==> src/odec_cfg.svh <==
// Purpose: address map, enable bit positions and timing figures of the decoder
// Assumes: 24-bit byte address, 16-bit extension enable word
// Notes:   definitions only
`ifndef ODEC_CFG_SVH
`define ODEC_CFG_SVH

// ----------------------------------------------------------------------------
// address space
// ----------------------------------------------------------------------------
`define ODEC_ADDR_W          24
`define ODEC_PAGE_W          16
`define ODEC_SEG_W           8
`define ODEC_XRAM_LOW_LO     24'h00E000
`define ODEC_XRAM_LOW_HI     24'h00E7FF
`define ODEC_XRAM_HIGH_RST   8'h09
`define ODEC_FLASH0_LO       24'h000000
`define ODEC_FLASH0_HI       24'h007FFF
`define ODEC_FLASH1_LO       24'h018000
`define ODEC_FLASH1_HI       24'h04FFFF
`define ODEC_TFLASH_HI       24'h001FFF
`define ODEC_FCTRL_LO        24'h080000
`define ODEC_FCTRL_HI        24'h08FFFF
`define ODEC_SFR_LO          24'h00FE00
`define ODEC_SFR_HI          24'h00FFFF
`define ODEC_ESFR_LO         24'h00F000
`define ODEC_ESFR_HI         24'h00F1FF
`define ODEC_EXT_LIMIT_CAN   24'h500000

// ----------------------------------------------------------------------------
// extension peripheral pages (address bits 23:8)
// ----------------------------------------------------------------------------
`define ODEC_PG_CAN1         16'h00EF
`define ODEC_PG_CAN2         16'h00EE
`define ODEC_PG_RTC          16'h00ED
`define ODEC_PG_PWM          16'h00EC
`define ODEC_PG_ASC          16'h00E9
`define ODEC_PG_SSC          16'h00E8
`define ODEC_PG_I2C          16'h00EA
`define ODEC_PG_MISC         16'h00EB

// ----------------------------------------------------------------------------
// bit positions in the extension enable word
// ----------------------------------------------------------------------------
`define ODEC_EN_CAN1         0
`define ODEC_EN_CAN2         1
`define ODEC_EN_XRAM_LOW     2
`define ODEC_EN_XRAM_HIGH    3
`define ODEC_EN_RTC          4
`define ODEC_EN_PWM          6
`define ODEC_EN_ASC          7
`define ODEC_EN_SSC          8
`define ODEC_EN_I2C          9
`define ODEC_EN_MISC         10

// ----------------------------------------------------------------------------
// timing
// ----------------------------------------------------------------------------
`define ODEC_CLK_PERIOD_PS   25000
`define ODEC_XRAM_ACC_PS     31250
`define ODEC_PERIPH_ACC_PS   62500
`define ODEC_XRAM_ACC_CYC    ((`ODEC_XRAM_ACC_PS + `ODEC_CLK_PERIOD_PS - 1) / `ODEC_CLK_PERIOD_PS)
`define ODEC_PERIPH_ACC_CYC  ((`ODEC_PERIPH_ACC_PS + `ODEC_CLK_PERIOD_PS - 1) / `ODEC_CLK_PERIOD_PS)
`define ODEC_WAIT_XRAM       2'h0
`define ODEC_WAIT_PERIPH     2'h2
`define ODEC_WAIT_NONE       2'h0
`define ODEC_CYC_ONE         3'h1

`endif

==> src/odec_pkg.sv <==
// Purpose: shared types of the address decoder
// Assumes: nothing
// Notes:   numbers live in odec_cfg.svh
package odec_pkg;

    // ------------------------------------------------------------------------
    // targets and data path widths
    // ------------------------------------------------------------------------
    typedef enum logic [3:0] {
        ODEC_T_EXT, ODEC_T_FLASH, ODEC_T_TFLASH, ODEC_T_FCTRL, ODEC_T_SFR,
        ODEC_T_XRAM_LOW, ODEC_T_XRAM_HIGH, ODEC_T_CAN1, ODEC_T_CAN2, ODEC_T_RTC,
        ODEC_T_PWM, ODEC_T_ASC, ODEC_T_SSC, ODEC_T_I2C, ODEC_T_MISC
    } odec_target_e;

    typedef enum logic {
        ODEC_W16, ODEC_W32
    } odec_width_e;

endpackage

==> src/odec_periph_decode.sv <==
// Purpose: match an address against the extension peripheral windows
// Assumes: each window is one 256-byte page
// Notes:   hit order is can1, can2, rtc, pwm, asc, ssc, i2c, misc
`include "odec_cfg.svh"

module odec_periph_decode (
    // address and enables
    input  wire logic [`ODEC_ADDR_W-1:0] addr,
    input  wire logic                    glob_en,
    input  wire logic [15:0]             pen,
    // one bit per window
    output logic      [7:0]              hit
);
    localparam logic [`ODEC_PAGE_W-1:0] PAGE [8] = '{
        `ODEC_PG_CAN1, `ODEC_PG_CAN2, `ODEC_PG_RTC, `ODEC_PG_PWM,
        `ODEC_PG_ASC, `ODEC_PG_SSC, `ODEC_PG_I2C, `ODEC_PG_MISC};
    localparam int ENB [8] = '{
        `ODEC_EN_CAN1, `ODEC_EN_CAN2, `ODEC_EN_RTC, `ODEC_EN_PWM,
        `ODEC_EN_ASC, `ODEC_EN_SSC, `ODEC_EN_I2C, `ODEC_EN_MISC};

    // a cleared enable leaves the page to the external bus
    always_comb begin
        for (int i = 0; i < 8; i++) begin
            hit[i] = glob_en && pen[ENB[i]]
                     && (addr[`ODEC_ADDR_W-1:8] == PAGE[i]);
        end
    end
endmodule

==> src/odec_attr.sv <==
// Purpose: access attributes of the selected target
// Assumes: target already decoded
// Notes:   external cycles take their timing from the bus controller
`include "odec_cfg.svh"

module odec_attr (
    // selection
    input  wire odec_pkg::odec_target_e tgt,
    input  wire logic                   fetch,
    // attributes
    output odec_pkg::odec_width_e       width,
    output logic [1:0]                  wait_st,
    output logic [2:0]                  cycles,
    output logic                        word_only
);
    // peripherals: 16 bit, two waits, word only; xram: no waits
    always_comb begin
        width     = odec_pkg::ODEC_W16;
        wait_st   = `ODEC_WAIT_NONE;
        cycles    = `ODEC_CYC_ONE;
        word_only = 1'b0;
        case (tgt)
            odec_pkg::ODEC_T_FLASH, odec_pkg::ODEC_T_TFLASH: begin
                width = fetch ? odec_pkg::ODEC_W32 : odec_pkg::ODEC_W16;
            end
            odec_pkg::ODEC_T_XRAM_LOW, odec_pkg::ODEC_T_XRAM_HIGH: begin
                wait_st = `ODEC_WAIT_XRAM;
                cycles  = 3'(`ODEC_XRAM_ACC_CYC);
            end
            odec_pkg::ODEC_T_CAN1, odec_pkg::ODEC_T_CAN2, odec_pkg::ODEC_T_RTC,
            odec_pkg::ODEC_T_PWM, odec_pkg::ODEC_T_ASC, odec_pkg::ODEC_T_SSC,
            odec_pkg::ODEC_T_I2C, odec_pkg::ODEC_T_MISC: begin
                wait_st   = `ODEC_WAIT_PERIPH;
                cycles    = 3'(`ODEC_PERIPH_ACC_CYC);
                word_only = 1'b1;
            end
            default: ;
        endcase
    end
endmodule

==> src/odec_top.sv <==
// Purpose: steer each cpu access in the 16 MB space to exactly one target
// Assumes: one request per cycle, answer one cycle later
// Notes:   boot strap pin is synchronised, config inputs are same-clock
//
// Behaviour
// - one linear 16 MB space, byte and word
// - low xram at E000-E7FF when both enabled
// - low xram disabled goes to external bus
// - high xram at programmed window when enabled
// - global enable clear sends high window external
// - high xram resets at 09'0000, mirrored 16 KB
// - xram zero waits, byte and word allowed
// - xram not bit addressable, no stack there
// - can1 page EF00 with enable bit 0
// - can2 page EE00 with enable bit 1
// - rtc page ED00 with enable bit 4
// - pwm page EC00 with enable bit 6
// - async serial page E900 with bit 7
// - sync serial page E800 with bit 8
// - i2c page EA00 with enable bit 9
// - misc page EB00 with enable bit 10
// - peripherals word only, 16 bit, two waits
// - can in use limits external to 5 MB
// - disabled peripheral claims no address space
// - test flash at zero only in boot
// - flash fetch 32 bit, control 16 bit
// - two 512-byte register areas reserved
`include "odec_cfg.svh"

module odec_top (
    // clock and reset
    input  wire logic                    mclk,
    input  wire logic                    rstn,
    // cpu request
    input  wire logic                    req_valid,
    input  wire logic [`ODEC_ADDR_W-1:0] req_addr,
    input  wire logic                    req_write,
    input  wire logic                    req_byte,
    input  wire logic                    req_fetch,
    input  wire logic                    req_bit,
    input  wire logic                    req_stack,
    // configuration
    input  wire logic                    ext_periph_global_enable,
    input  wire logic [15:0]             ext_periph_enable_reg,
    input  wire logic                    xram_high_sel_we,
    input  wire logic [`ODEC_SEG_W-1:0]  xram_high_sel_wdata,
    // strap pin
    input  wire logic                    boot_mode_pin,
    // decode result
    output logic                         sel_valid_r,
    output odec_pkg::odec_target_e       sel_target_r,
    output logic                         sel_write_r,
    output odec_pkg::odec_width_e        sel_width_r,
    output logic [1:0]                   sel_wait_r,
    output logic [2:0]                   sel_cycles_r,
    output logic                         sel_ext_r,
    output logic                         size_err_r,
    output logic                         usage_err_r,
    output logic                         ext_range_err_r,
    // status
    output logic                         seg_lines4_r,
    output logic [`ODEC_SEG_W-1:0]       xram_high_window_select
);
    // ------------------------------------------------------------------------
    // helpers
    // ------------------------------------------------------------------------
    function automatic logic in_rng(input logic [`ODEC_ADDR_W-1:0] a,
                                    input logic [`ODEC_ADDR_W-1:0] lo,
                                    input logic [`ODEC_ADDR_W-1:0] hi);
        in_rng = (a >= lo) && (a <= hi);
    endfunction

    logic                   boot_q1_r;
    logic                   boot_q2_r;
    logic [7:0]             phit;
    logic                   glob;
    logic                   xlow_hit;
    logic                   xhigh_hit;
    logic                   can_used;
    odec_pkg::odec_target_e tgt_nxt;
    odec_pkg::odec_width_e  width_c;
    logic [1:0]             wait_c;
    logic [2:0]             cycles_c;
    logic                   word_only_c;

    // ------------------------------------------------------------------------
    // strap synchroniser
    // ------------------------------------------------------------------------
    // the pin is asynchronous; only the second stage is read
    always_ff @(posedge mclk or negedge rstn) begin
        if (!rstn) begin
            boot_q1_r <= 1'b0;
            boot_q2_r <= 1'b0;
        end else begin
            boot_q1_r <= boot_mode_pin;
            boot_q2_r <= boot_q1_r;
        end
    end

    // ------------------------------------------------------------------------
    // high xram window select
    // ------------------------------------------------------------------------
    // holds address bits 23:16 of the window
    always_ff @(posedge mclk or negedge rstn) begin
        if (!rstn) begin
            xram_high_window_select <= `ODEC_XRAM_HIGH_RST;
        end else if (xram_high_sel_we) begin
            xram_high_window_select <= xram_high_sel_wdata;
        end
    end

    // ------------------------------------------------------------------------
    // window matching
    // ------------------------------------------------------------------------
    assign glob = ext_periph_global_enable;

    odec_periph_decode u_periph (
        .addr    (req_addr),
        .glob_en (glob),
        .pen     (ext_periph_enable_reg),
        .hit     (phit)
    );

    // both enables needed; otherwise the range falls through
    assign xlow_hit = glob && ext_periph_enable_reg[`ODEC_EN_XRAM_LOW]
                      && in_rng(req_addr, `ODEC_XRAM_LOW_LO, `ODEC_XRAM_LOW_HI);
    // the whole 64 KB window answers, so the 16 KB array mirrors in it
    assign xhigh_hit = glob && ext_periph_enable_reg[`ODEC_EN_XRAM_HIGH]
                       && (req_addr[`ODEC_ADDR_W-1:`ODEC_PAGE_W]
                           == xram_high_window_select);
    assign can_used = glob && (ext_periph_enable_reg[`ODEC_EN_CAN1]
                               || ext_periph_enable_reg[`ODEC_EN_CAN2]);

    // ------------------------------------------------------------------------
    // target priority
    // ------------------------------------------------------------------------
    // fixed on-chip areas first, so a badly placed high window cannot
    // shadow flash or registers; anything left goes external
    always_comb begin
        tgt_nxt = odec_pkg::ODEC_T_EXT;
        if (boot_q2_r && in_rng(req_addr, `ODEC_FLASH0_LO, `ODEC_TFLASH_HI)) begin
            tgt_nxt = odec_pkg::ODEC_T_TFLASH;
        end else if (in_rng(req_addr, `ODEC_FLASH0_LO, `ODEC_FLASH0_HI)
                     || in_rng(req_addr, `ODEC_FLASH1_LO, `ODEC_FLASH1_HI)) begin
            tgt_nxt = odec_pkg::ODEC_T_FLASH;
        end else if (in_rng(req_addr, `ODEC_FCTRL_LO, `ODEC_FCTRL_HI)) begin
            tgt_nxt = odec_pkg::ODEC_T_FCTRL;
        end else if (in_rng(req_addr, `ODEC_SFR_LO, `ODEC_SFR_HI)
                     || in_rng(req_addr, `ODEC_ESFR_LO, `ODEC_ESFR_HI)) begin
            tgt_nxt = odec_pkg::ODEC_T_SFR;
        end else if (xlow_hit) begin
            tgt_nxt = odec_pkg::ODEC_T_XRAM_LOW;
        end else if (phit[0]) begin
            tgt_nxt = odec_pkg::ODEC_T_CAN1;
        end else if (phit[1]) begin
            tgt_nxt = odec_pkg::ODEC_T_CAN2;
        end else if (phit[2]) begin
            tgt_nxt = odec_pkg::ODEC_T_RTC;
        end else if (phit[3]) begin
            tgt_nxt = odec_pkg::ODEC_T_PWM;
        end else if (phit[4]) begin
            tgt_nxt = odec_pkg::ODEC_T_ASC;
        end else if (phit[5]) begin
            tgt_nxt = odec_pkg::ODEC_T_SSC;
        end else if (phit[6]) begin
            tgt_nxt = odec_pkg::ODEC_T_I2C;
        end else if (phit[7]) begin
            tgt_nxt = odec_pkg::ODEC_T_MISC;
        end else if (xhigh_hit) begin
            tgt_nxt = odec_pkg::ODEC_T_XRAM_HIGH;
        end
    end

    odec_attr u_attr (
        .tgt       (tgt_nxt),
        .fetch     (req_fetch),
        .width     (width_c),
        .wait_st   (wait_c),
        .cycles    (cycles_c),
        .word_only (word_only_c)
    );

    // ------------------------------------------------------------------------
    // registered decode result
    // ------------------------------------------------------------------------
    // every address decodes, byte and word alike, one cycle later
    always_ff @(posedge mclk or negedge rstn) begin
        if (!rstn) begin
            sel_valid_r  <= 1'b0;
            sel_target_r <= odec_pkg::ODEC_T_EXT;
            sel_write_r  <= 1'b0;
            sel_width_r  <= odec_pkg::ODEC_W16;
            sel_wait_r   <= `ODEC_WAIT_NONE;
            sel_cycles_r <= `ODEC_CYC_ONE;
            sel_ext_r    <= 1'b0;
        end else begin
            sel_valid_r  <= req_valid;
            sel_target_r <= tgt_nxt;
            sel_write_r  <= req_write;
            sel_width_r  <= width_c;
            sel_wait_r   <= wait_c;
            sel_cycles_r <= cycles_c;
            sel_ext_r    <= req_valid && (tgt_nxt == odec_pkg::ODEC_T_EXT);
        end
    end

    // ------------------------------------------------------------------------
    // access errors
    // ------------------------------------------------------------------------
    // errors only flag; stopping the cycle is the bus controller's job
    always_ff @(posedge mclk or negedge rstn) begin
        if (!rstn) begin
            size_err_r      <= 1'b0;
            usage_err_r     <= 1'b0;
            ext_range_err_r <= 1'b0;
        end else begin
            size_err_r      <= req_valid && req_byte && word_only_c;
            usage_err_r     <= req_valid && (req_bit || req_stack)
                               && (tgt_nxt == odec_pkg::ODEC_T_XRAM_LOW
                                   || tgt_nxt == odec_pkg::ODEC_T_XRAM_HIGH);
            ext_range_err_r <= req_valid && can_used
                               && (tgt_nxt == odec_pkg::ODEC_T_EXT)
                               && (req_addr >= `ODEC_EXT_LIMIT_CAN);
        end
    end

    // ------------------------------------------------------------------------
    // segment line status
    // ------------------------------------------------------------------------
    // can pins take the upper segment lines away
    always_ff @(posedge mclk or negedge rstn) begin
        if (!rstn) begin
            seg_lines4_r <= 1'b0;
        end else begin
            seg_lines4_r <= can_used;
        end
    end
endmodule

==> config.mk <==
export PLATFORM = sky130hd
export DESIGN_NAME = odec_top
export DESIGN_NICKNAME = d
export VERILOG_FILES = /design/src/odec_pkg.sv /design/src/odec_periph_decode.sv /design/src/odec_attr.sv /design/src/odec_top.sv
export VERILOG_INCLUDE_DIRS = /design/src
export SDC_FILE = /design/constraint.sdc
export NUM_CORES = 1
export LEC_CHECK = 0
export BUFFER_PORTS_ARGS = -buffer_cell sky130_fd_sc_hd__buf_2
export CORE_MARGIN = 2
export CORE_UTILIZATION = 50
export CTS_BUF_LIST = sky130_fd_sc_hd__clkbuf_2
export CTS_CLUSTER_SIZE = 40
export DETAILED_ROUTE_END_ITERATION = 8
export GPL_TIMING_DRIVEN = 0
export HOLD_SLACK_MARGIN = 0.02
export PLACE_DENSITY = 0.85
export RECOVER_POWER = 50
export SLEW_MARGIN = 10
export SYNTH_ARGS = -nofsm -noshare
export SYNTH_HDL_FRONTEND = slang
export SYNTH_HIERARCHICAL = 1
export SYNTH_SLANG_ARGS = --single-unit
==> constraint.sdc <==
create_clock -name mclk -period 5.4 [get_ports mclk]
set_clock_uncertainty 0.05 [all_clocks]
set_input_delay 1.08 -clock mclk [delete_from_list [all_inputs] [get_ports mclk]]
set_output_delay 1.08 -clock mclk [all_outputs]
set_load 0.02 [all_outputs]
; After elaboration in Yosys (flattened, before gate mapping)
; Cells that the tools add are included.
[totals]
regBits = 27
out_inout_bits = 25
[classes]
order_cmp = 14
n_eq_ne = 21
muxes = 19
n_reduce_logical = 46
[ops]
columns = operator, n
row1 = 16-bit by 8-bit == test with 1-bit output (second input constant), 8
row2 = 24-bit by 16-bit greater-or-equal comparator with 1-bit output (second input constant), 3
row3 = 24-bit by 16-bit <= comparator with 1-bit output (second input constant), 3
row4 = 4-bit 2-to-1 mux, 13
row5 = 1-bit logical AND, 37
row6 = 4-bit == test (second input constant), 7
row7 = 24-bit by 1-bit greater-or-equal comparator with 1-bit output (second input constant), 1
row8 = 24-bit by 17-bit greater-or-equal comparator with 1-bit output (second input constant), 1
row9 = 24-bit by 20-bit greater-or-equal comparator with 1-bit output (second input constant), 1
row10 = 24-bit by 23-bit greater-or-equal comparator with 1-bit output (second input constant), 1
row11 = 24-bit by 13-bit <= comparator with 1-bit output (second input constant), 1
row12 = 24-bit by 15-bit <= comparator with 1-bit output (second input constant), 1
row13 = 24-bit by 19-bit <= comparator with 1-bit output (second input constant), 1
row14 = 24-bit by 20-bit <= comparator with 1-bit output (second input constant), 1
row15 = 4-bit by 3-bit == test with 1-bit output (second input constant), 3
row16 = 8-bit == test, 1
row17 = 8-bit OR reduction, 1
row18 = 1-bit logical OR, 5
row19 = 4-bit by 1-bit == test with 1-bit output (second input constant), 1
row20 = 4-bit by 2-bit == test with 1-bit output (second input constant), 1
row21 = 4-bit zero test, 1
row22 = 2-bit one-hot mux with 2 select lines, 1
row23 = 2-bit OR reduction, 2
row24 = 1-bit 2-to-1 mux, 3
row25 = 2 further kinds, 2

; Logic depth before layout (Yosys ltp)
; Gate-level depths: netlist of the first run.
[depth]
ltp_word = 20
ltp_mapped = 11
depth_no_buf = 11

; Modules after synthesis
; Netlist of the first run, hierarchy kept.
[modules_own_cells]
columns = mod, instances, cells_each, area_each_um2, seq_area_each_um2
row1 = odec_top, 1, 112, 1328.8, 679.4
row2 = odec_periph_decode, 1, 18, 148.9, 0.0
row3 = odec_attr, 1, 13, 87.6, 0.0

; Least setup slack after synthesis of the first run
; OpenSTA, ideal clock, no wires.
[synth_path]
path_kind = input -> register
startpoint = in req_addr[21]
endpoint = reg size_err_r
arrival_time_ps = 3491
slack_ps = 1740
stages = 11
path_cell_list = or4_4 -> nor4_2 -> and3_1 -> or3b_2 -> a31oi_1 -> a211o_1 -> a2bb2oi_2 -> inv_1 -> nand3_1 -> xnor2_1 -> and3_1
[synth_rtl]
columns = element, line_no
row1 = start: declaration, odec_top.sv:36  ; input wire logic [`ODEC_ADDR_W-1:0] req_addr,
row2 = 16-bit by 8-bit == test with 1-bit output (*), odec_periph_decode.sv:25  ; && (addr[`ODEC_ADDR_W-1:8] == PAGE[i]);
row3 = 1-bit logical AND (*), odec_periph_decode.sv:24  ; hit[i] = glob_en && pen[ENB[i]]
row4 = named net phit[6], odec_top.sv:75  ; logic [7:0] phit;
row5 = 4-bit 2-to-1 mux (*), odec_top.sv:165  ; end else if (phit[6]) begin
row6 = 4-bit 2-to-1 mux (*), odec_top.sv:163  ; end else if (phit[5]) begin
row7 = 4-bit 2-to-1 mux (*), odec_top.sv:161  ; end else if (phit[4]) begin
row8 = 4-bit 2-to-1 mux (*), odec_top.sv:159  ; end else if (phit[3]) begin
row9 = 4-bit 2-to-1 mux (*), odec_top.sv:157  ; end else if (phit[2]) begin
row10 = [5 not listed], n/a
row11 = 4-bit 2-to-1 mux (*), odec_top.sv:143  ; end else if (in_rng(req_addr, `ODEC_FLASH0_LO, `ODEC_FLASH0_HI)
row12 = 4-bit 2-to-1 mux (*), odec_top.sv:141  ; if (boot_q2_r && in_rng(req_addr, `ODEC_FLASH0_LO, `ODEC_TFLASH_HI)) begin
row13 = named net tgt_nxt[0], odec_top.sv:80  ; odec_pkg::odec_target_e tgt_nxt;
row14 = 4-bit by 3-bit == test with 1-bit output or 4-bit == test (tied branches), odec_attr.sv:22  ; case (tgt)
row15 = 8-bit OR reduction (*), odec_attr.sv:22
row16 = 1-bit 2-to-1 mux (*), odec_attr.sv:22
row17 = named net word_only_c, odec_top.sv:84  ; logic word_only_c;
row18 = 1-bit logical AND (*), odec_top.sv:217  ; size_err_r <= req_valid && req_byte && word_only_c;
row19 = end signal: assignment, odec_top.sv:217
row20 = end: declaration, odec_top.sv:57  ; output logic size_err_r,
; Mark *: on every way through the listed nets, which the timed path passes. The rest lies on a longest branch.
; A chain may end at the register's enable or synchronous reset.

; Worst setup path in the final report of the first run
; Ends and elaborated chain as after synthesis.

==> metrics.txt, run 1 <==
xor and xnor area share after synthesis 6.155%; top post-synthesis cells by count 24 x dfrtp_1, 10 x nor2_1, 9 x xor2_1; WP buf/inv 2; status completed; Via density 5.470; CTS tree yes; largest net degree at the start of global routing 28; CP Cell Sequence buf_2, or4_4, nor4_2, and3_1, or3b_2, a31oi_1, a211o_1, a2bb2oi_2, inv_1, nand3_1, xnor2_1, and3_1; vias in the first global route 1194; vias 1362; RSZ-0062 raised after global routing no; Main synth FF type dfrtp_1; Post CTS Setup Buffer Count 0; Core Util, Final 65.58%; Post-DRT Antenna Nets 0; DRC violations left 0; Post-Synth Adder-Cell Area 0%; nets 276; GRT Total Usage 19.90%; mux contribution to synthesized area 6.395%; first-pass GRT wire length 5.382 mm; core area 3003 sq um; cts repair resizes 0; CTS Buf Count 3; Clock Pin Slew Worst Setup and Hold Paths 270 ps; latest clock arrival within the worst-skew pair 360 ps; H-tree depth 1; post-synth cell types 55; Startpoint Class primary input; Crit. End Element flip-flop; crit-path most repeated cell and3_1; Rows 20; share of the synthesized area in the top cell type 38.37%; most common cell in the netlist dfrtp_1; critical path's slowest cell or4_4; Port Buffers 68; Fin. Hold Viols 0; GRT overflow 0; area leader, netlist dfrtp_1; Setup TNS Final 0 ps; max cap viols 0; Clock Path Buffers 2; Hold Buf Count CTS 0; Final min period 3697 ps; Worst path max stage delay 560 ps; I/O pin total 84; Final Max Tran Viols 0; Initial Util 52.12%; asr flop ratio synth 100.0%; WP data arrival 3950 ps; fin crit share 68.46%; Synth Area in Simple Gates 31.81%; Worst-Margin Slew 1392 ps; Critical Setup Path Class primary input to flip-flop; Tot Pwr 0.3813 mW; Inst Count DP 245; Worst Hold Class flip-flop to flip-flop; average wire per standard cell 13.81 um; Peak supply drop 157.4 uV; clock tree sinks 27; CP Data Required Time 5650 ps; Die X 59.95 um; Max Fclk 270.5 MHz; Final setup viols 0; Mapped Avg Cell Area 10.95 sq um; share of cells above drive strength 1 48.61%; Filler cells 260; Syn Inst Count 143; Synth area leaders dfrtp_1 38%, mux2_2 5.8%, dfstp_2 5.0%; max_slew headroom 7.197%; Clock Root Buffer clkbuf_2; Mapped Area 1565 sq um; Lkg Pwr 0.9833 nW; Iteration-0 DRC Markers 97; synth warn 6; synthesis-stage register bit count 27; WL final 3.438 mm; number of synthesized flops with an enable pin 0; post-detail-place hpwl 2.746 mm; maximum fanout along the worst path 6; Final Non-Filler Cells 249; Pwr Density 193.6 nW/um^2; CP top delay family simple AND/OR/NAND/NOR gates; Compound-Gate Fraction of Synth Area 8.793%; diodes inserted 0; initial antenna violation count 0; sequential share of the synthesized area 43.41%; Die Area 3594 sq um; DRT Pass-1 Iters 4; layout overhead on the synthesized area 25.82%; Final Wtd Congestion 0.8250; die height 59.95 um; main combinational cell family by area after synthesis simple AND/OR/NAND/NOR gates
-- where the power goes --
part | internal (mW) | leakage, nW | switching, mW
logic | 0.0359 | 0.636 | 0.0457
clock network | 0.0172 | 0.0126 | 0.0625
registers | 0.214 | 0.335 | 0.00640
-- worst paths after layout --
path	start	to	slack [ps]	cells past startpoint
min in group asynchronous	rstn	xram_high_window_select[7]$_DFFE_PN0P_	930	1
setup / recovery	req_addr[21]	size_err_r$_DFF_PN0_	1700	12
hold reg to reg	boot_q1_r$_DFF_PN0_	boot_q2_r$_DFF_PN0_	340	0
hold / removal	boot_q1_r$_DFF_PN0_	boot_q2_r$_DFF_PN0_	340	0
max in group asynchronous	rstn	seg_lines4_r$_DFF_PN0_	3570	1
setup reg to reg	boot_q2_r$_DFF_PN0_	size_err_r$_DFF_PN0_	2980	7
-- per-stage QoR --
step	hold WS [ps]	instance area, sq um	setup WS (ps)
floorplan	281.2	1569	1740
global placement	284.8	1951	1348
detailed placement	292.6	1951	1325
CTS	345.9	1973	1726
global route	352.4	1969	1589
finish	340.8	1969	1703
-- state kept, by name, summed over array words and instances (netlist names), 2 cells and up --
name	flops
sel_cycles_r	3
sel_target_r	4
sel_wait_r	2
xram_high_window_select	8
-- metal layers --
layer | global-route usage [%] | wire length (um)
met1 | 28.25 | 1569
met2 | 31.99 | 1654
met3 | 3.030 | 198
met4 | 4.762 | 17
met5 | 0 | 0
-- logic make-up after synthesis --
kind of cell | Yosys count
buf+inv | 10
other cells | 1
compound gates | 18
xor+xnor | 11
mux | 9
flops | 27
simple gates | 67
-- worst reg2reg max path: cells and delay by family, from the launching register on --
kind / cells / cell delay [ps]
simple gates: 4 / 940
compound gates: 2 / 830
flops: 1 / 380
xor+xnor: 1 / 170
-- layout make-up --
class | count | area, sq um | area share [%]
Buffer | 6 | 35.03 | 1.779
Clock buffer | 3 | 15.01 | 0.7624
Clock inverter | 1 | 7.507 | 0.3812
Inverter | 4 | 15.01 | 0.7624
Multi-Input combinational cell | 107 | 839.6 | 42.63
Sequential cell | 27 | 679.4 | 34.50
Tap cell | 33 | 41.29 | 2.097
Timing Repair Buffer | 68 | 336.6 | 17.09
-- placed cells by master, fill, tap and decap left out, types with 2 or more instances in the layout --
cell type,count
clkbuf_1,5
o21a_1,2
nand4_1,3
xor2_1,9
nand3_1,4
nor4_1,3
nand2_1,5
buf_4,3
and3_1,5
nor2b_1,2
a211o_1,2
and3_2,2
nor3_1,3
nor2_1,10
a21oi_1,4
buf_2,66
nor4_2,3
o21ai_0,2
nor4b_2,2
inv_1,4
mux2_2,8
or3b_2,2
conb_1,2
dfstp_2,3
and4_1,2
or3_1,2
xnor2_1,2
dfrtp_1,24
clkbuf_2,3
or4_4,2
(Power assumes the default switching activity.)
==> run 2, diff against run 1 <==
CORE_UTILIZATION = 42   (was 50)
PLACE_DENSITY = 0.76   (was 0.85)
clock period = 3.1 ns   (was 5.4 ns; I/O delays follow)
==> run 2 against run 1 <==
Global-route usage decreased by 2.5 points; count of clock-buffer cells in the layout is the same; register-to-register slack lost 2200 ps; clock power increased by 67%; non-clock buffer count up 2; critical endpoint unchanged; highest routed layer unchanged.
==> metrics.txt, run 2 (same netlist as run 1, synthesis figures left out) <==
pre-CTS setup slack -362.0 ps; Final Max Tran Viols 0; Post-DP Area 1978 sq um; Via density 5.327; Final Non-Filler Cells 266; Critical Setup Path Class primary input to flip-flop; Core Util, Final 56.09%; DRT Pass-1 Iters 4; Filler cells 374; Die Area 4231 sq um; Final Wtd Congestion 0.7864; Post-DRT Antenna Nets 0; vias in the first global route 1342; average wire per standard cell 13.40 um; layout overhead on the synthesized area 30.22%; Final WS setup 100.9 ps; clock tree sinks 27; Rows 22; Largest register FFs 8; Fin. Hold Viols 0; H-tree depth 1; share of cells above drive strength 1 51.83%; post-detail-place hpwl 2.848 mm; largest net degree at the start of global routing 28; most frequent cells in the layout 68 x buf_2, 24 x dfrtp_1, 10 x nor2_1; CTS tree yes; CP Data Required Time 3330 ps; maximum fanout along the worst path 5; Clock Path Buffers 2; Initial Util 43.08%; Worst-Margin Slew 1403 ps; Die X 65.05 um; Max Fclk 333.4 MHz; diodes inserted 0; Final min period 2999 ps; status completed; combinational group share of total power 21.8%; first-pass GRT wire length 5.899 mm; Clock Power Share 20.1%; Worst path max stage delay 570 ps; initial antenna violation count 0; Inst Count DP 260; Clock Root Buffer clkbuf_2; nets 278; internal power 0.4654 mW; register share of total power 58.1%; CTS Buf Count 3; sw frac 29.47%; DRC violations left 0; I/O pin total 84; GRT overflow 0; Clock Pin Slew Worst Setup and Hold Paths 250 ps; vias 1417; NetSw 0.1944 mW; Peak supply drop 279.1 uV; WP data arrival 3230 ps; fin crit share 96.75%; Final setup viols 0; die height 65.05 um; core area 3633 sq um; Lkg Pwr 1.010 nW; Top reg by flops xram_high_window_select; WL final 3.565 mm; GRT Total Usage 17.39%; most common cell after layout, fill and taps aside buf_2; CP Cell Sequence buf_2, or4_4, nor4_4, and3_4, or3b_2, a31oi_1, a211o_1, a2bb2oi_2, inv_2, nand3_1, xnor2_1, and3_1; max cap viols 0; post-route cell area 2038 sq um; Worst Hold Class primary input to flip-flop; Crit. End Element flip-flop; latest clock arrival within the worst-skew pair 340 ps; max_slew headroom 6.438%; Port Buffers 68; critical path's slowest cell or4_4; Iteration-0 DRC Markers 56; Pwr Density 323.7 nW/um^2; RSZ-0062 raised after global routing yes; Largest regs xram_high_window_select (8), sel_target_r (4), sel_cycles_r (3); Startpoint Class primary input
==> run 2: what timing repair did <==
item / CTS / global route
buffers inserted: 0 / 2
hold buffers: 0 / 0
gates resized for setup: 0 / 4
setup endpoints to repair: 0 / 4
endpoints found under the hold margin: 0 / 0
==> run 2: path summary, 6_finish.rpt <==
| check | from | endpoint | slack (ps) | cells past startpoint |
|---|---|---|---|---|
| max | req_addr[21] | size_err_r$_DFF_PN0_ | 100 | 12 |
| min | req_write | sel_write_r$_DFF_PN0_ | 300 | 1 |
| max reg2reg | xram_high_window_select[3]$_DFFE_PN1P_ | size_err_r$_DFF_PN0_ | 780 | 7 |
| min reg2reg | boot_q1_r$_DFF_PN0_ | boot_q2_r$_DFF_PN0_ | 340 | 0 |
| max in group asynchronous | rstn | sel_target_r[1]$_DFF_PN0_ | 1710 | 1 |
| min in group asynchronous | rstn | sel_cycles_r[2]$_DFF_PN0_ | 490 | 1 |
==> run 2: final cells by class <==
| class | count | area (sq um) | share of cell area [%] |
|---|---|---|---|
| multi-input cells | 107 | 872.1 | 42.79 |
| flip-flops and latches | 27 | 679.4 | 33.33 |
| repair buffers | 70 | 354.1 | 17.37 |
| well taps | 48 | 60.06 | 2.947 |
| plain buffers | 6 | 35.03 | 1.719 |
| clock buffers | 3 | 15.01 | 0.7366 |
| inverters | 4 | 15.01 | 0.7366 |
| clock inverters | 1 | 7.507 | 0.3683 |
==> run 2: metal layers <==
| layer | up-vias | global-route usage, % | routed length (um) |
|---|---|---|---|
| li1 | 683 | - | - |
| met1 | 689 | 22.86 | 1543 |
| met2 | 43 | 30.93 | 1820 |
| met3 | 2 | 1.215 | 168 |
| met4 | 0 | 4.688 | 33 |
| met5 | - | 0 | 0 |
==> run 2: critical path, delay by kind of cell <==
family | cells | cell delay, ps
xor gates and xnor gates | 1 | 160
and+or+nand+nor | 6 | 1870
AOI/OAI and AO/OA | 3 | 340
buffers and inverters | 2 | 220
==> run 2: power groups by stage <==
stage | clock [mW] | combinational (mW) | sequential, mW
after floorplan | 0 | 0.0548 | 0.409
after global placement | 0 | 0.142 | 0.389
after detailed placement | 0 | 0.144 | 0.390
after CTS | 0.142 | 0.145 | 0.384
after global routing | 0.156 | 0.158 | 0.387
final | 0.133 | 0.144 | 0.383
==> run 2: through the flow <==
step / hold slack, ps / power, mW / setup TNS, ps
2_1_floorplan: 274.4 / 0.4634 / 0
3_3_place_gp: 293.1 / 0.5310 / -1603
3_5_place_dp: 291.0 / 0.5339 / -1749
4_1_cts: 164.4 / 0.6708 / 0
5_1_grt: 248.1 / 0.7005 / -37.57
6_report: 299.8 / 0.6598 / 0
==> run 3, diff against run 2 <==
CORE_MARGIN = 3   (was 2)
CORE_UTILIZATION = 40   (was 42)
CTS_BUF_LIST = unset   (was sky130_fd_sc_hd__clkbuf_2)
PLACE_DENSITY = 0.73   (was 0.76)
==> run 3 against run 2 <==
Sequential power barely moved; setup slack got worse by 24 ps; power rose by 9.1%; die area rose by 11%; sequential share of layout area fell by 1.7 points; largest power group unchanged.
==> metrics.txt, run 3 (same netlist as run 1, synthesis figures left out) <==
status completed; Final setup viols 0; initial antenna violation count 0; Critical Setup Path Class primary input to flip-flop; Final Max Tran Viols 0; busiest grt layer met2; maximum fanout along the worst path 5; share of cells above drive strength 1 53.85%; vias in the first global route 1310; Final min period 3024 ps; DRT Pass-1 Iters 4; Peak supply drop 360.5 uV; latest clock arrival within the worst-skew pair 260 ps; pre-CTS setup slack -353.3 ps; Worst-Margin Slew 1340 ps; max cap viols 0; CTS tree yes; WL final 3.630 mm; GRT Total Usage 14.84%; DRC violations left 0; Pwr Density 335.2 nW/um^2; met2 usage 26.58%; max_slew headroom 10.67%; layout overhead on the synthesized area 37.17%; Post-DRT Antenna Nets 0; most common cell after layout, fill and taps aside buf_2; Die Area 4700 sq um; fin crit share 97.53%; Startpoint Class primary input; clock tree sinks 27; nets 281; Final WS setup 76.44 ps; hold_ws 304.2 ps; Max Fclk 330.7 MHz; WP data arrival 3130 ps; Initial Util 42.12%; largest net degree at the start of global routing 28; Die X 68.56 um; Setup TNS Final 0 ps; Via density 5.178; Port Buffers 68; Largest regs xram_high_window_select (8), sel_target_r (4), sel_cycles_r (3); Rows 22; Top reg by flops xram_high_window_select; Worst Hold Class flip-flop to flip-flop; diodes inserted 0; met1 usage 18.69%; Lkg Pwr 1.055 nW; most frequent cells in the layout 65 x buf_2, 24 x dfrtp_1, 10 x nor2_1; Iteration-0 DRC Markers 23; CTS Buf Count 3; post-detail-place hpwl 2.880 mm; Crit. End Element flip-flop; global routing met3 resource utilization 3.566%; Largest register FFs 8; Tot Pwr 0.7197 mW; GRT overflow 0; Clock Path Buffers 2; vias 1393; average wire per standard cell 13.49 um; first-pass GRT wire length 5.457 mm; Clock Root Buffer clkbuf_8; core area 3716 sq um; I/O pin total 84; CP Data Required Time 3210 ps; Fin. Hold Viols 0; die height 68.56 um; H-tree depth 1; Final Wtd Congestion 0.7578; Clock Pin Slew Worst Setup and Hold Paths 90 ps
==> run 3: cell types whose count changed in the layout (fill, tap and decap cells not counted), moves of 2 or more <==
| cell | previous run | this run |
|---|---|---|
| buf_2 | 68 | 65 |
| clkbuf_8 | 0 | 3 |
| buf_4 | 5 | 9 |
| clkbuf_2 | 3 | 0 |
| and3_4 | 2 | 4 |
| clkbuf_1 | 3 | 5 |
==> run 3: power by group <==
group | internal, mW | switching [mW]
Clock | 0.0898 | 0.102
Sequential | 0.371 | 0.0108
Combinational | 0.0642 | 0.0823
Total | 0.525 | 0.195
==> run 3: what timing repair did <==
action,in CTS,in global routing
endpoints found under the setup margin,4,7
setup buffers,4,1
hold buffers,0,0
pin swaps,8,14
resized for setup,5,11
==> run 3: cell type report <==
type | instances | area [sq um]
fillers | 351 | 1569
multi-input cells | 107 | 934.6
flip-flops and latches | 27 | 679.4
repair buffers | 73 | 376.6
well taps | 48 | 60.06
clock buffers | 3 | 41.29
plain buffers | 6 | 35.03
inverters | 4 | 15.01
clock inverters | 1 | 5.005
==> run 3: metal layers <==
metal | wire length (um) | vias to the layer above
met5 | 0 | -
met4 | 0 | 0
met1 | 1509 | 665
met3 | 219 | 0
met2 | 1901 | 45
li1 | - | 683
==> run 3: stage by stage <==
stage	instance area, sq um	std cells	utilization, %
2_1_floorplan	1578	144	-
3_3_place_gp	1978	260	53.23
3_5_place_dp	1978	260	53.23
4_1_cts	2081	268	55.99
5_1_grt	2147	269	57.78
6_report	2147	269	57.78
==> run 3: critical path: stages <==
cell	delay, ps
buf_2	100
or4b_4	570
nor4_4	350
and3_4	250
or3b_4	390
a31oi_4	140
a211o_1	130
a2bb2oi_2	60
inv_2	100
nand3_2	90
xnor2_2	170
and3_1	160
==> run 3: final timing paths <==
path	startpoint	cells past startpoint	slack, ps	endpoint
max in group asynchronous	rstn	1	1630	xram_high_window_select[2]$_DFFE_PN0P_
setup reg to reg	xram_high_window_select[3]$_DFFE_PN1P_	9	820	size_err_r$_DFF_PN0_
setup / recovery	req_addr[18]	12	80	size_err_r$_DFF_PN0_
min in group asynchronous	rstn	1	590	xram_high_window_select[4]$_DFFE_PN0P_
hold / removal	boot_q1_r$_DFF_PN0_	0	300	boot_q2_r$_DFF_PN0_
hold reg to reg	boot_q1_r$_DFF_PN0_	0	300	boot_q2_r$_DFF_PN0_
